===== src/idp_regs.vh =====
/*
 Constants for the ISA digital I/O port: register offsets, field positions,
 reset values, configuration-port addresses and legal resource choices.
 Assumes inclusion by bare name from the design files.
*/
`ifndef IDP_REGS_VH
`define IDP_REGS_VH

// AXI4-Lite register byte offsets
`define IDP_REG_PORT_DATA    8'h00
`define IDP_REG_PORT_DIR     8'h04
`define IDP_REG_PORT_IN      8'h08
`define IDP_REG_SPARE        8'h0c
`define IDP_REG_BASE_ADDR    8'h10
`define IDP_REG_RES_SEL      8'h14
`define IDP_REG_CTRL         8'h18
`define IDP_REG_IRQ_STAT     8'h1c
`define IDP_REG_IRQ_MASK     8'h20
`define IDP_REG_PNP_STAT     8'h24

// Reset values
`define IDP_RST_DIR          32'h0000_0000
`define IDP_RST_DATA         32'h0000_0000
`define IDP_RST_BASE         10'h000
`define IDP_RST_RES          14'h0000

// Base address limits and window
`define IDP_BASE_MIN         10'h100
`define IDP_BASE_MAX         10'h3e0
`define IDP_WIN_BITS         4

// Configuration port addresses watched on the host bus
`define IDP_CFG_ADDR_PORT    12'h279
`define IDP_CFG_WDATA_PORT   12'ha79

// Legal IRQ lines bitmap (3,4,5,6,7,9,10,11,12,14,15)
`define IDP_IRQ_LEGAL        16'hdef8
// Legal DMA channels, ISA 16-bit (5,6,7) and EISA (0-3,5-7)
`define IDP_DMA_LEGAL_ISA    8'he0
`define IDP_DMA_LEGAL_EISA   8'hef

// Resource select fields
`define IDP_RES_IRQ_LSB      0
`define IDP_RES_DMA0_LSB     4
`define IDP_RES_DMA1_LSB     8
`define IDP_RES_DMA0_EN      12
`define IDP_RES_DMA1_EN      13

// Control fields
`define IDP_CTRL_ENABLE      0
`define IDP_CTRL_EISA        1
`define IDP_CTRL_STROBED     2

// Plug and Play register indices used by the configuration snooper
`define IDP_PNP_IDX_BASE_HI  8'h60
`define IDP_PNP_IDX_BASE_LO  8'h61
`define IDP_PNP_IDX_IRQ      8'h70
`define IDP_PNP_IDX_DMA0     8'h74
`define IDP_PNP_IDX_DMA1     8'h75
`define IDP_PNP_IDX_ACTIVE   8'h30

// Interrupt status bits
`define IDP_IRQ_IN_CHANGE    0
`define IDP_IRQ_SPARE_CHANGE 1
`define IDP_IRQ_BAD_RES      2
`define IDP_IRQ_CFG_DONE     3

`define IDP_AXI_OKAY         2'b00
`define IDP_AXI_SLVERR       2'b10

`endif


===== src/idp_top.v =====
/*
 ISA digital I/O port: 32 lines in four 8-bit ports with per-line
 direction, spare timing lines, resource selection by Plug and Play
 snooping or switchless register writes, host I/O window decode,
 AXI4-Lite register slave and a masked level interrupt.
 Assumes host bus and line inputs are asynchronous; AXI is on clock_i.
*/
// Decided for this implementation: the register addresses and the AXI4-Lite interface to the registers.
// Functional notes
// - Base from 0x100 to 0x3e0 only
// - Sixteen byte window, base 16-aligned
// - At most two 16-bit DMA channels
// - DMA 5-7 on ISA, 0-3,5-7 on EISA
// - One IRQ from legal set only
// - Plug and Play resource assignment accepted
// - Switchless mode: software writes resources
// - Watch configuration ports 0x279 and 0xa79
// - Four 8-bit ports, host read/write; here the host only reads them, port writes come over AXI
// - Per-line direction setting
// - Unstrobed: read levels, write outputs
// - Spare inputs: strobe and halt trigger
// - Spare outputs: reply and transfer clock
// - Strobed mode: lines form timing set; here it only turns off the reply and transfer clock drives
`default_nettype none
`include "idp_regs.vh"

module idp_top (
  input  wire        clock_i,         // 40 MHz clock
  input  wire        rst_i,           // Synchronous reset
  // AXI4-Lite slave
  input  wire [7:0]  s_axi_awaddr,    // Write address
  input  wire        s_axi_awvalid,   // Write address valid
  output wire        s_axi_awready,   // Write address ready
  input  wire [31:0] s_axi_wdata,     // Write data
  input  wire [3:0]  s_axi_wstrb,     // Write strobes
  input  wire        s_axi_wvalid,    // Write data valid
  output wire        s_axi_wready,    // Write data ready
  output reg  [1:0]  s_axi_bresp,     // Write response
  output reg         s_axi_bvalid,    // Write response valid
  input  wire        s_axi_bready,    // Write response ready
  input  wire [7:0]  s_axi_araddr,    // Read address
  input  wire        s_axi_arvalid,   // Read address valid
  output wire        s_axi_arready,   // Read address ready
  output reg  [31:0] s_axi_rdata,     // Read data
  output reg  [1:0]  s_axi_rresp,     // Read response
  output reg         s_axi_rvalid,    // Read valid
  input  wire        s_axi_rready,    // Read ready
  // Host ISA bus
  input  wire [11:0] isa_addr_i,      // Host I/O address
  input  wire [7:0]  isa_data_i,      // Host write data
  input  wire        isa_iow_n_i,     // Host I/O write, active low
  input  wire        isa_ior_n_i,     // Host I/O read, active low
  output reg  [7:0]  isa_data_o,      // Host read data
  output reg         isa_data_oe_o,   // Host data drive enable
  output reg  [3:0]  isa_irq_sel_o,   // Selected IRQ line number
  output reg         isa_irq_o,       // Interrupt request to host
  output reg  [3:0]  isa_dma0_sel_o,  // Selected DMA channel 0
  output reg  [3:0]  isa_dma1_sel_o,  // Selected DMA channel 1
  output reg  [1:0]  isa_dma_en_o,    // DMA channels in use
  // Line side
  input  wire [31:0] port_i,          // Port A..D line levels
  output reg  [31:0] port_o,          // Port A..D output values
  output reg  [31:0] port_oe_o,       // Port A..D output enables
  input  wire        strobe_in_i,     // Incoming strobe line
  input  wire        halt_trigger_line_i, // Halt trigger line
  output reg         reply_o,         // Handshake reply line
  output reg         reply_oe_o,      // Reply drive enable
  output reg         xfer_clk_o,      // Transfer clock line
  output reg         xfer_clk_oe_o,   // Transfer clock drive enable
  output wire        irq_o            // Level interrupt to AXI side
);
  // Synchronisers
  reg [31:0] port_s1, port_s2, port_prev;
  reg [1:0]  spare_s1, spare_s2, spare_prev;
  reg [11:0] addr_s1, addr_s2;
  reg [7:0]  hdat_s1, hdat_s2;
  reg [1:0]  hstb_s1, hstb_s2, hstb_prev;

  always @(posedge clock_i) begin
    port_s1  <= port_i;
    port_s2  <= port_s1;
    spare_s1 <= {halt_trigger_line_i, strobe_in_i};
    spare_s2 <= spare_s1;
    addr_s1  <= isa_addr_i;
    addr_s2  <= addr_s1;
    hdat_s1  <= isa_data_i;
    hdat_s2  <= hdat_s1;
    hstb_s1  <= {~isa_ior_n_i, ~isa_iow_n_i};
    hstb_s2  <= hstb_s1;
  end

  wire host_wr = hstb_s2[0] & ~hstb_prev[0];
  wire host_rd = hstb_s2[1];

  // Registers
  reg [31:0] data_out, dir;
  reg [1:0]  spare_out;
  reg [9:0]  base_sw;
  reg [13:0] res_sw;
  reg [2:0]  ctrl;
  reg [3:0]  irq_stat, irq_mask;

  wire [9:0] pnp_base;
  wire [3:0] pnp_irq, pnp_dma0, pnp_dma1;
  wire       pnp_active, pnp_update;

  idp_pnp_snoop u_snoop (
    .clock_i  (clock_i),
    .rst_i    (rst_i),
    .iow_i    (host_wr),
    .addr_i   (addr_s2),
    .data_i   (hdat_s2),
    .base_o   (pnp_base),
    .irq_o    (pnp_irq),
    .dma0_o   (pnp_dma0),
    .dma1_o   (pnp_dma1),
    .active_o (pnp_active),
    .update_o (pnp_update)
  );

  // Resource legality checks
  function base_ok;
    input [9:0] b;
    begin
      base_ok = (b >= `IDP_BASE_MIN) && (b <= `IDP_BASE_MAX) &&
                (b[`IDP_WIN_BITS-1:0] == 4'h0);
    end
  endfunction

  function dma_ok;
    input [3:0] ch;
    input       eisa;
    reg   [7:0] legal;
    begin
      legal  = eisa ? `IDP_DMA_LEGAL_EISA : `IDP_DMA_LEGAL_ISA;
      dma_ok = ~ch[3] & legal[ch[2:0]];
    end
  endfunction

  // Switchless mode uses software registers; otherwise Plug and Play
  wire       sw_mode  = ~pnp_active;
  wire [9:0] eff_base = sw_mode ? base_sw : pnp_base;
  wire [3:0] eff_irq  = sw_mode ? res_sw[3:0] : pnp_irq;
  wire [3:0] eff_dma0 = sw_mode ? res_sw[7:4] : pnp_dma0;
  wire [3:0] eff_dma1 = sw_mode ? res_sw[11:8] : pnp_dma1;
  wire       want0    = sw_mode ? res_sw[`IDP_RES_DMA0_EN] : 1'b1;
  wire       want1    = sw_mode ? res_sw[`IDP_RES_DMA1_EN] : 1'b1;
  wire       eisa     = ctrl[`IDP_CTRL_EISA];

  wire base_good = base_ok(eff_base);
  wire [15:0] irq_legal = `IDP_IRQ_LEGAL;
  wire irq_good  = irq_legal[eff_irq];
  wire dma0_good = want0 & dma_ok(eff_dma0, eisa);
  wire dma1_good = want1 & dma_ok(eff_dma1, eisa) &
                   ~(dma0_good & (eff_dma1 == eff_dma0));
  wire enabled   = base_good & (ctrl[`IDP_CTRL_ENABLE] | pnp_active);

  // Host window decode
  wire       in_win  = enabled && (addr_s2[11:4] == {2'b00, eff_base[9:4]});
  wire [3:0] win_off = addr_s2[3:0];
  wire       strobed = ctrl[`IDP_CTRL_STROBED];

  wire [31:0] line_val = (port_s2 & ~dir) | (data_out & dir);

  // Host side access and line drive
  always @(posedge clock_i) begin
    if (rst_i) begin
      isa_data_o    <= 8'h00;
      isa_data_oe_o <= 1'b0;
      port_o        <= `IDP_RST_DATA;
      port_oe_o     <= `IDP_RST_DIR;
      reply_o       <= 1'b0;
      reply_oe_o    <= 1'b0;
      xfer_clk_o    <= 1'b0;
      xfer_clk_oe_o <= 1'b0;
      isa_irq_sel_o <= 4'h0;
      isa_irq_o     <= 1'b0;
      isa_dma0_sel_o <= 4'h0;
      isa_dma1_sel_o <= 4'h0;
      isa_dma_en_o  <= 2'b00;
    end else begin
      isa_data_oe_o <= host_rd & in_win;
      case (win_off[3:2])
        2'd0:    isa_data_o <= line_val[8*win_off[1:0] +: 8];
        2'd1:    isa_data_o <= dir[8*win_off[1:0] +: 8];
        2'd2:    isa_data_o <= {6'h00, spare_s2};
        default: isa_data_o <= 8'h00;
      endcase
      port_o        <= data_out;
      port_oe_o     <= dir;
      reply_o       <= spare_out[0];
      xfer_clk_o    <= spare_out[1];
      reply_oe_o    <= ~strobed;
      xfer_clk_oe_o <= ~strobed;
      isa_irq_sel_o <= eff_irq;
      isa_irq_o     <= enabled & irq_good & irq_o;
      isa_dma0_sel_o <= eff_dma0;
      isa_dma1_sel_o <= eff_dma1;
      isa_dma_en_o  <= {enabled & dma1_good, enabled & dma0_good};
    end
  end

  // AXI4-Lite slave
  reg        aw_held, w_held;
  reg [7:0]  aw_addr;
  reg [31:0] w_data;
  reg [3:0]  w_strb;

  assign s_axi_awready = ~aw_held & ~s_axi_bvalid;
  assign s_axi_wready  = ~w_held & ~s_axi_bvalid;
  assign s_axi_arready = ~s_axi_rvalid;

  wire [7:0]  wa = aw_held ? aw_addr : s_axi_awaddr;
  wire [31:0] wd = w_held ? w_data : s_axi_wdata;
  wire [3:0]  ws = w_held ? w_strb : s_axi_wstrb;
  wire aw_in = aw_held | (s_axi_awvalid & s_axi_awready);
  wire w_in  = w_held | (s_axi_wvalid & s_axi_wready);
  wire do_wr = aw_in & w_in & ~s_axi_bvalid;

  function [31:0] merge;
    input [31:0] old;
    input [31:0] nw;
    input [3:0]  st;
    integer k;
    begin
      merge = old;
      for (k = 0; k < 4; k = k + 1)
        if (st[k])
          merge[8*k +: 8] = nw[8*k +: 8];
    end
  endfunction

  wire [31:0] in_diff    = (port_s2 ^ port_prev) & ~dir;
  wire [3:0]  irq_events = {pnp_update, 1'b0, 1'b0, 1'b0} |
                           {1'b0, enabled & ~(irq_good & base_good), |(spare_s2 ^ spare_prev),
                            |in_diff};
  wire [3:0]  irq_clr    = (do_wr && wa == `IDP_REG_IRQ_STAT) ? wd[3:0] & {4{ws[0]}} : 4'h0;
  wire [31:0] merged     = merge(32'h0, wd, ws);
  wire [31:0] res_merged = merge({18'h0, res_sw}, wd, ws);

  always @(posedge clock_i) begin
    if (rst_i) begin
      aw_held <= 1'b0;
      w_held <= 1'b0;
      aw_addr <= 8'h00;
      w_data <= 32'h0;
      w_strb <= 4'h0;
      s_axi_bvalid <= 1'b0;
      s_axi_bresp <= `IDP_AXI_OKAY;
      data_out <= `IDP_RST_DATA;
      dir <= `IDP_RST_DIR;
      spare_out <= 2'b00;
      base_sw <= `IDP_RST_BASE;
      res_sw <= `IDP_RST_RES;
      ctrl <= 3'b000;
      irq_stat <= 4'h0;
      irq_mask <= 4'h0;
      port_prev <= 32'h0;
      spare_prev <= 2'b00;
      hstb_prev <= 2'b00;
    end else begin
      port_prev  <= port_s2;
      spare_prev <= spare_s2;
      hstb_prev  <= hstb_s2;
      irq_stat   <= (irq_stat & ~irq_clr) | irq_events;               // Set wins
      if (s_axi_awvalid & s_axi_awready & ~do_wr) begin
        aw_held <= 1'b1;
        aw_addr <= s_axi_awaddr;
      end
      if (s_axi_wvalid & s_axi_wready & ~do_wr) begin
        w_held <= 1'b1;
        w_data <= s_axi_wdata;
        w_strb <= s_axi_wstrb;
      end
      if (s_axi_bvalid & s_axi_bready)
        s_axi_bvalid <= 1'b0;
      if (do_wr) begin
        aw_held <= 1'b0;
        w_held <= 1'b0;
        s_axi_bvalid <= 1'b1;
        s_axi_bresp <= `IDP_AXI_OKAY;
        case (wa)
          `IDP_REG_PORT_DATA: data_out <= merge(data_out, wd, ws);
          `IDP_REG_PORT_DIR:  dir <= merge(dir, wd, ws);
          `IDP_REG_SPARE:     if (ws[0]) spare_out <= wd[1:0];
          `IDP_REG_BASE_ADDR: base_sw <= {merged[9:4], 4'h0};
          `IDP_REG_RES_SEL:   res_sw <= res_merged[13:0];
          `IDP_REG_CTRL:      if (ws[0]) ctrl <= wd[2:0];
          `IDP_REG_IRQ_STAT:  ;
          `IDP_REG_IRQ_MASK:  if (ws[0]) irq_mask <= wd[3:0];
          default:            s_axi_bresp <= `IDP_AXI_SLVERR;
        endcase
      end
    end
  end

  // Host window writes reach only the configuration snooper
  assign irq_o = |(irq_stat & irq_mask);

  always @(posedge clock_i) begin
    if (rst_i) begin
      s_axi_rvalid <= 1'b0;
      s_axi_rdata <= 32'h0;
      s_axi_rresp <= `IDP_AXI_OKAY;
    end else if (s_axi_rvalid) begin
      if (s_axi_rready)
        s_axi_rvalid <= 1'b0;
    end else if (s_axi_arvalid) begin
      s_axi_rvalid <= 1'b1;
      s_axi_rresp <= `IDP_AXI_OKAY;
      case (s_axi_araddr)
        `IDP_REG_PORT_DATA: s_axi_rdata <= data_out;
        `IDP_REG_PORT_DIR:  s_axi_rdata <= dir;
        `IDP_REG_PORT_IN:   s_axi_rdata <= line_val;
        `IDP_REG_SPARE:     s_axi_rdata <= {28'h0, spare_s2, spare_out};
        `IDP_REG_BASE_ADDR: s_axi_rdata <= {22'h0, eff_base};
        `IDP_REG_RES_SEL:   s_axi_rdata <= {18'h0, res_sw};
        `IDP_REG_CTRL:      s_axi_rdata <= {29'h0, ctrl};
        `IDP_REG_IRQ_STAT:  s_axi_rdata <= {28'h0, irq_stat};
        `IDP_REG_IRQ_MASK:  s_axi_rdata <= {28'h0, irq_mask};
        `IDP_REG_PNP_STAT:  s_axi_rdata <= {27'h0, enabled, dma1_good, dma0_good,
                                            irq_good, pnp_active};
        default: begin
          s_axi_rdata <= 32'h0;
          s_axi_rresp <= `IDP_AXI_SLVERR;
        end
      endcase
    end
  end
endmodule
`default_nettype wire


===== src/idp_pnp_snoop.v =====
/*
 Plug and Play configuration snooper: watches host bus writes to the
 address and write-data configuration ports and captures the base address,
 IRQ and DMA selections plus the activate bit.
 Assumes host bus strobes already synchronised to clock_i.
*/
`default_nettype none
`include "idp_regs.vh"

module idp_pnp_snoop (
  input  wire        clock_i,     // System clock
  input  wire        rst_i,       // Synchronous reset
  input  wire        iow_i,       // One-cycle host write strobe
  input  wire [11:0] addr_i,      // Host I/O address
  input  wire [7:0]  data_i,      // Host write data
  output reg  [9:0]  base_o,      // Captured base address
  output reg  [3:0]  irq_o,       // Captured IRQ line
  output reg  [3:0]  dma0_o,      // Captured DMA channel 0
  output reg  [3:0]  dma1_o,      // Captured DMA channel 1
  output reg         active_o,    // Activate bit
  output reg         update_o     // Pulse on any captured write
);
  reg [7:0] index;

  always @(posedge clock_i) begin
    if (rst_i) begin
      index    <= 8'h00;
      base_o   <= `IDP_RST_BASE;
      irq_o    <= 4'h0;
      dma0_o   <= 4'h4;
      dma1_o   <= 4'h4;
      active_o <= 1'b0;
      update_o <= 1'b0;
    end else begin
      update_o <= 1'b0;
      if (iow_i && addr_i == `IDP_CFG_ADDR_PORT) begin
        index <= data_i;
      end else if (iow_i && addr_i == `IDP_CFG_WDATA_PORT) begin
        update_o <= 1'b1;
        case (index)
          `IDP_PNP_IDX_BASE_HI: base_o[9:8] <= data_i[1:0];
          `IDP_PNP_IDX_BASE_LO: base_o[7:0] <= {data_i[7:4], 4'h0};
          `IDP_PNP_IDX_IRQ:     irq_o       <= data_i[3:0];
          `IDP_PNP_IDX_DMA0:    dma0_o      <= data_i[3:0];
          `IDP_PNP_IDX_DMA1:    dma1_o      <= data_i[3:0];
          `IDP_PNP_IDX_ACTIVE:  active_o    <= data_i[0];
          default:              update_o    <= 1'b0;
        endcase
      end
    end
  end
endmodule
`default_nettype wire


===== config.mk =====
export PLATFORM = sky130hd
export DESIGN_NAME = idp_top
export DESIGN_NICKNAME = d
export VERILOG_FILES = /design/src/idp_top.v /design/src/idp_pnp_snoop.v
export VERILOG_INCLUDE_DIRS = /design/src
export SDC_FILE = /design/constraint.sdc
export NUM_CORES = 1
export LEC_CHECK = 0
export ABC_AREA = 0
export BUFFER_PORTS_ARGS = -buffer_cell sky130_fd_sc_hd__buf_2
export CAP_MARGIN = 25
export CORE_MARGIN = 4
export CORE_UTILIZATION = 59
export CTS_BUF_LIST = sky130_fd_sc_hd__clkbuf_2 sky130_fd_sc_hd__clkbuf_4 sky130_fd_sc_hd__clkbuf_8
export CTS_CLUSTER_SIZE = 28
export DETAILED_ROUTE_END_ITERATION = 16
export PLACE_DENSITY = 0.82
export RECOVER_POWER = 25
export SYNTH_ARGS = -nofsm -noshare
export SYNTH_HDL_FRONTEND = slang
export SYNTH_SLANG_ARGS = --single-unit

===== constraint.sdc =====
create_clock -name clock_i -period 2.75 [get_ports clock_i]
set_clock_uncertainty 0.15 [all_clocks]
set_input_delay 0.1375 -clock clock_i [delete_from_list [all_inputs] [get_ports clock_i]]
set_output_delay 0.1375 -clock clock_i [all_outputs]
set_load 0.01 [all_outputs]

==> key figures, run 1 <==
Layout
  – Post-route cell area: 21100 sq um
  – Share of cells above drive strength 1: 21.9%
  – Area growth syn-to-layout: 24.9%
  – Fin nets: between 2000 and 2500
  – Core Util, Final: 75.3%

Clocking
  – Cts bufs inserted: 71
  – H-Tree Depth: 3
  – CTS tree: yes
  – Clock transition at path regs: 0.06 ns
  – Clock sink count: roughly 450
  – Clock Tree Buf Depth: 3
  – Clk_lat worst skew: 0.59 ns
  – Setup Fix Bufs, Post-CTS: 0
  – Root buf cell: clkbuf_8

Detailed routing
  – Initial DRC Count: 1450
  – Drt drc: 0
  – Pre-Repair DR Iteration Count: 8
  – WL/cell: 21.8 um
  – Detailed-route via count: 14642
  – Routed Antenna Nets: 0
  – Final wirelength: 54500 um
  – Routed vias/inst: between 5 and 6

Floorplan
  – Die Y-Extent: around 180 um
  – Die Width: 177 um
  – # rows: 61
  – Initial Util: 60.3%
  – Core Area: 28000 sq um
  – Die ar.: between 30000 and 40000 sq um
  – I/O Pins: 249

Critical path
  – CP delay by family, top: simple AND/OR/NAND/NOR gates
  – CP required: 3.04 ns
  – WP data arrival: between 2 and 3 ns
  – Worst path buffer plus inverter count: 1
  – Startpoint types: flop
  – Slowest stage delay, CP: 0.42 ns
  – Element type at the critical path end: flop
  – Worst-path cell chain: buf_4 > mux2i_2 > nor4b_2 > nand4_2 > mux2i_1 > nor2_1
  – Slowest cell on the critical path: mux2i_2
  – Max FO, Critical Path: 13
  – Kind of critical path: reg2reg

Global routing
  – Largest net degree at the start of global routing: 130
  – Gr usage total: 33.8%
  – Vias in the first global route: 14694
  – Initial antenna violation count: 2
  – Grt ovf: 0
  – First-pass GRT wire length: 82200 um

Place
  – Port Buf Inserts: around 250
  – DP HPWL: 37400 um
  – GP Congestion: approximately 0.98
  – Cell area after placement: 18500 sq um

Power and ir drop
  – Total Power: 13.7 mW
  – Maximum vdd drop: 593 uV
  – P_leak: 8.99 nW
  – PwrDens: 652 nW/um^2

STA
  – Final setup viols: 0
  – TNS Setup: 0 ns
  – Final Max Slew Viols: 0
  – RSZ-0062 raised after global routing: no
  – Fin crit period: 2.49 ns
  – Final period util: 90.4%
  – Worst hold slack: 0.0300 ns
  – Worst-Margin Slew: 0.912 ns
  – Fin. Hold Viols: 0
  – Slew margin rel.: 39.2%
  – FMAX: 402 MHz

Flow run
  – Max-cap viol count: 0

Logic synthesis
  – Gate Count Post-Synth: 1707
  – EDFF count, synth: 0
  – Netlist Area Pre-Place: about 17000 sq um
  – Sequential element share of the synthesized area: a little over half
  – Top FF cell, synth: dfxtp_1
  – Synth Register Bits: 445
  – Synth cell types: 80
  – YS warnings: 0
  – Syn_area_per_cell: 9.89 sq um
  – Ys async rst share: 0%

Run status
  – Run status: finished clean

Min path
  – Hold Path Class: in2reg
## Yosys cell counts (7+ instances only)
library cell | number | area (sq um)
a32oi_1 | 15 | 131
nor3_1 | 15 | 75.1
nand3_1 | 15 | 75.1
inv_1 | 46 | 173
nor2b_1 | 88 | 551
xor2_1 | 8 | 70.1
a21oi_1 | 102 | 510
o21a_1 | 12 | 90.1
a311oi_1 | 14 | 123
nor2_1 | 172 | 646
buf_2 | 19 | 95.1
nand2_1 | 154 | 578
o22ai_1 | 20 | 125
mux2_2 | 37 | 417
a2111oi_0 | 7 | 61.3
dfxtp_1 | 445 | 8910
clkbuf_1 | 70 | 263
a21o_1 | 10 | 75.1
buf_1 | 9 | 33.8
mux2_1 | 25 | 282
a41o_1 | 9 | 90.1
xnor2_1 | 39 | 342
a22o_1 | 8 | 70.1
nor4_1 | 11 | 68.8
a211oi_1 | 17 | 128
o21ai_0 | 49 | 245
and2_1 | 15 | 93.8
o221ai_1 | 9 | 78.8
mux2i_1 | 122 | 1220
nand4_1 | 12 | 75.1
nand2b_1 | 9 | 56.3
## per-stage QoR
step                setup WS, ns  std cells
finish                     0.265       2501
global route              0.0941       2500
CTS                        0.111       2500
detailed placement         0.122       2267
global placement           0.162       2267
floorplan                  0.610       1708
## metal layers
metal | track usage (%) | wire (um) | part of all wire, %
met1 | 39.1 | 20200 | 37
met2 | 58.9 | 26600 | 49
met3 | 5.73 | 4190 | 7.7
met4 | 19.8 | 3510 | 6.4
met5 | 0 | 20 | 0.037
## cell families (layout without fill, tap and decap cells)
kind of cell               Yosys count  count (layout)  synth area share (%)
muxes                              185             185                  11.4
DFF                                445             445                  52.8
other                                1               3                0.0222
and+or+nand+nor                    546             546                  16.3
xor gates and xnor gates            47              47                  2.44
AOI/OAI and AO/OA                  331             331                  13.3
adders and majority gates            1               1                0.0593
buffers and inverters              151             565                  3.70
## worst paths after layout
path	from	endpoint	slack, ns	depth (start not counted)
setup / recovery	aw_held	res_sw[1]	0.26	6
hold / removal	port_i[24]	port_s1[24]	0.03	2
hold reg to reg	hdat_s1[7]	hdat_s2[7]	0.17	0
setup reg to reg	aw_held	res_sw[1]	0.26	6
## sequential cells by signal (all words and copies together), names as in the netlist, 12 cells and up
signal / cells
port_prev: 32
s_axi_rdata: 32
port_s2: 32
dir: 32
data_out: 32
port_oe_o: 32
addr_s1: 12
port_o: 32
w_data: 32
res_sw: 14
addr_s2: 12
port_s1: 32
## timing repair
| item | in CTS | in global routing |
|---|---|---|
| endpoints found under the hold margin | 220 | 0 |
| gates resized for setup | 0 | 1 |
| setup endpoints to repair | 0 | 1 |
| hold buffers | 110 | 0 |
## cell usage in the layout (no fill, tap or decap), types with 39 or more instances in the layout
cell	count
nand2_1	154
o21ai_0	49
clkbuf_8	85
dlygate4sd3_1	110
inv_1	46
buf_2	229
nor2b_1	87
xnor2_1	39
nor2_1	171
dfxtp_1	444
mux2i_1	122
a21oi_1	102
## where the power goes
group | internal [mW] | total, mW | switching [mW]
combinational | 0.455 | 1.04 | 0.586
clock | 3.38 | 5.96 | 2.57
sequential | 6.62 | 6.75 | 0.134
total | 10.5 | 13.7 | 3.29
## final cells by class
type                       instances  area, sq um
antenna                            1         2.50
clock buffer                     108         1340
clock inverter                    15          164
fill                            1907         6920
inverter                          46          173
multi-input combinational       1112         7360
sequential                       445         8910
tap                              378          473
timing repair buffer             396         2670
No activity file was read; power rests on OpenSTA's default activity.
==> run 2: changes to the inputs <==
--- a/config.mk
+++ b/config.mk
@@ -14,8 +14,10 @@
 export CTS_BUF_LIST = sky130_fd_sc_hd__clkbuf_2 sky130_fd_sc_hd__clkbuf_4 sky130_fd_sc_hd__clkbuf_8
 export CTS_CLUSTER_SIZE = 28
 export DETAILED_ROUTE_END_ITERATION = 16
+export HOLD_SLACK_MARGIN = 0.08
 export PLACE_DENSITY = 0.82
 export RECOVER_POWER = 25
 export SYNTH_ARGS = -nofsm -noshare
 export SYNTH_HDL_FRONTEND = slang
 export SYNTH_SLANG_ARGS = --single-unit
+export TNS_END_PERCENT = 20
==> run 2 against run 1 <==
Via count up 5.2%. Sequential share of layout area is 1.9 points lower. Sequential power about the same. Total power up 1.6%. Highest routed layer is now met4.
==> key figures, run 2 (synthesis results as in run 1) <==
Run status
  – Run status: finished clean

Critical path
  – Worst-path cell chain: dlygate4sd3_1 > buf_2 > nor4_2 > dlygate4sd3_1 > buf_4 > nand2_2 > o32a_1 > a21o_1 > a21oi_1 > dlygate4sd3_1
  – Element type at the critical path end: flop
  – Max FO, Critical Path: 6
  – Slowest cell on the critical path: dlygate4sd3_1
  – CP most frequent cell: dlygate4sd3_1
  – Slowest stage delay, CP: 0.58 ns
  – Worst path buffer plus inverter count: 5
  – CP required: between 3 and 4 ns
  – WP data arrival: 2.98 ns
  – Kind of critical path: in2reg
  – Startpoint types: input port
  – CP delay by family, top: buffers and inverters

Clocking
  – H-Tree Depth: 3
  – Clock Tree Buf Depth: 3
  – Clock transition at path regs: around 0.06 ns
  – Root buf cell: clkbuf_8
  – Setup Fix Bufs, Post-CTS: 0
  – Clk_lat worst skew: roughly 0.60 ns
  – CTS tree: yes
  – Clock sink count: about 450
  – Cts bufs inserted: 71

Detailed routing
  – Initial DRC Count: 1725
  – Detailed-route via count: 15408
  – Routed vias/inst: 5.93
  – Routed Antenna Nets: 0
  – WL/cell: 22.7 um
  – Pre-Repair DR Iteration Count: 5
  – Drt drc: 0
  – Final wirelength: approximately 60000 um

Layout
  – Fin nets: 2285
  – Final-layout fill cell count: ~1800
  – Most frequent cells in the layout: dfxtp_1 (444), buf_2 (224), dlygate4sd3_1 (208), nor2_1 (171), nand2_1 (153)
  – Final non-filler cell total: 2598
  – Area growth syn-to-layout: 30.8%
  – Diode count: 0
  – Commonest non-fill, non-tap cell in the layout: dfxtp_1
  – Share of cells above drive strength 1: 20.8%

Floorplan
  – Die Width: 177 um
  – Initial Util: 60.3%
  – Core Area: 28000 sq um
  – Die Y-Extent: 177 um
  – Die ar.: 31400 sq um
  – # rows: 61
  – I/O Pins: 249

STA
  – Final period util: 95.2%
  – Fin. Hold Viols: 0
  – Slew margin rel.: a little under two fifths
  – Final setup viols: 0
  – RSZ-0062 raised after global routing: no
  – TNS Setup: 0 ns
  – Worst-Margin Slew: between 0.9 and 1 ns
  – Fin crit period: 2.62 ns
  – FMAX: 382 MHz
  – Final Max Slew Viols: 0

Power and ir drop
  – PwrDens: 633 nW/um^2
  – Maximum vdd drop: 677 uV
  – P_leak: 9.48 nW

Flow run
  – Max-cap viol count: 0

Global routing
  – Gr usage total: 36.6%
  – Initial antenna violation count: 0
  – First-pass GRT wire length: 88900 um
  – Vias in the first global route: 15716
  – Largest net degree at the start of global routing: 130
  – Grt ovf: 0

Place
  – DP HPWL: 37400 um
  – Dpl cells: 2267
  – GP Congestion: 0.983
  – Port Buf Inserts: between 200 and 250

Min path
  – Hold Path Class: in2reg
==> run 2: power by group <==
| group | switching [mW] | internal [mW] |
|---|---|---|
| Sequential | 0.143 | 6.62 |
| Clock | 2.65 | 3.39 |
| Combinational | 0.633 | 0.543 |
| Total | 3.43 | 10.5 |
==> run 2: final cells by class <==
| cell class | count | area, sq um | area share (%) |
|---|---|---|---|
| Clock buffer | 108 | 1340 | 6.05 |
| Clock inverter | 15 | 164 | 0.742 |
| Inverter | 46 | 173 | 0.782 |
| Multi-Input combinational cell | 1112 | 7380 | 33.4 |
| Sequential cell | 445 | 8910 | 40.3 |
| Tap cell | 378 | 473 | 2.14 |
| Timing Repair Buffer | 494 | 3650 | 16.5 |
==> run 2: tightest hold or removal path, cell delays in order <==
cell and delay (ns):
buf_2 0.19, o21ai_0 0.14, nand3_1 0.18, o211a_1 0.17
==> run 2: through the flow <==
stage	setup slack, ns	util [%]	cell area [sq um]	power [mW]	hold WS [ns]
2_1_floorplan	0.610	-	16900	7.41	0.0152
3_3_place_gp	0.162	66.1	18500	7.75	0.0895
3_5_place_dp	0.122	66.1	18500	7.77	0.0911
4_1_cts	0.111	78.9	22100	13.8	0.0947
5_1_grt	0.0542	78.8	22100	14.4	0.172
6_report	0.132	78.8	22100	14.0	0.133
==> run 2: final timing paths <==
check	startpoint	end	slack (ns)	cells past startpoint
worst max-delay path	s_axi_araddr[1]	s_axi_rdata[9]	0.13	10
worst min-delay path	s_axi_araddr[5]	s_axi_rresp[1]	0.13	4
worst max register to register	w_held	w_data[8]	0.20	7
worst min register to register	port_s1[20]	port_s2[20]	0.16	0
==> run 2: layer usage <==
| layer | up-vias | track usage, % | share of wire (%) |
|---|---|---|---|
| met5 | - | 0 | 0 |
| met4 | 0 | 23.2 | 6.9 |
| met3 | 269 | 6.84 | 8.8 |
| met2 | 962 | 64.0 | 50 |
| met1 | 7273 | 40.9 | 35 |
| li1 | 6904 | - | - |
==> run 2: repair_timing <==
item,4_1_cts,5_1_grt
hold buffers,208,0
endpoints found under the hold margin,242,0
gates resized for setup,0,5
setup endpoints to repair,0,6
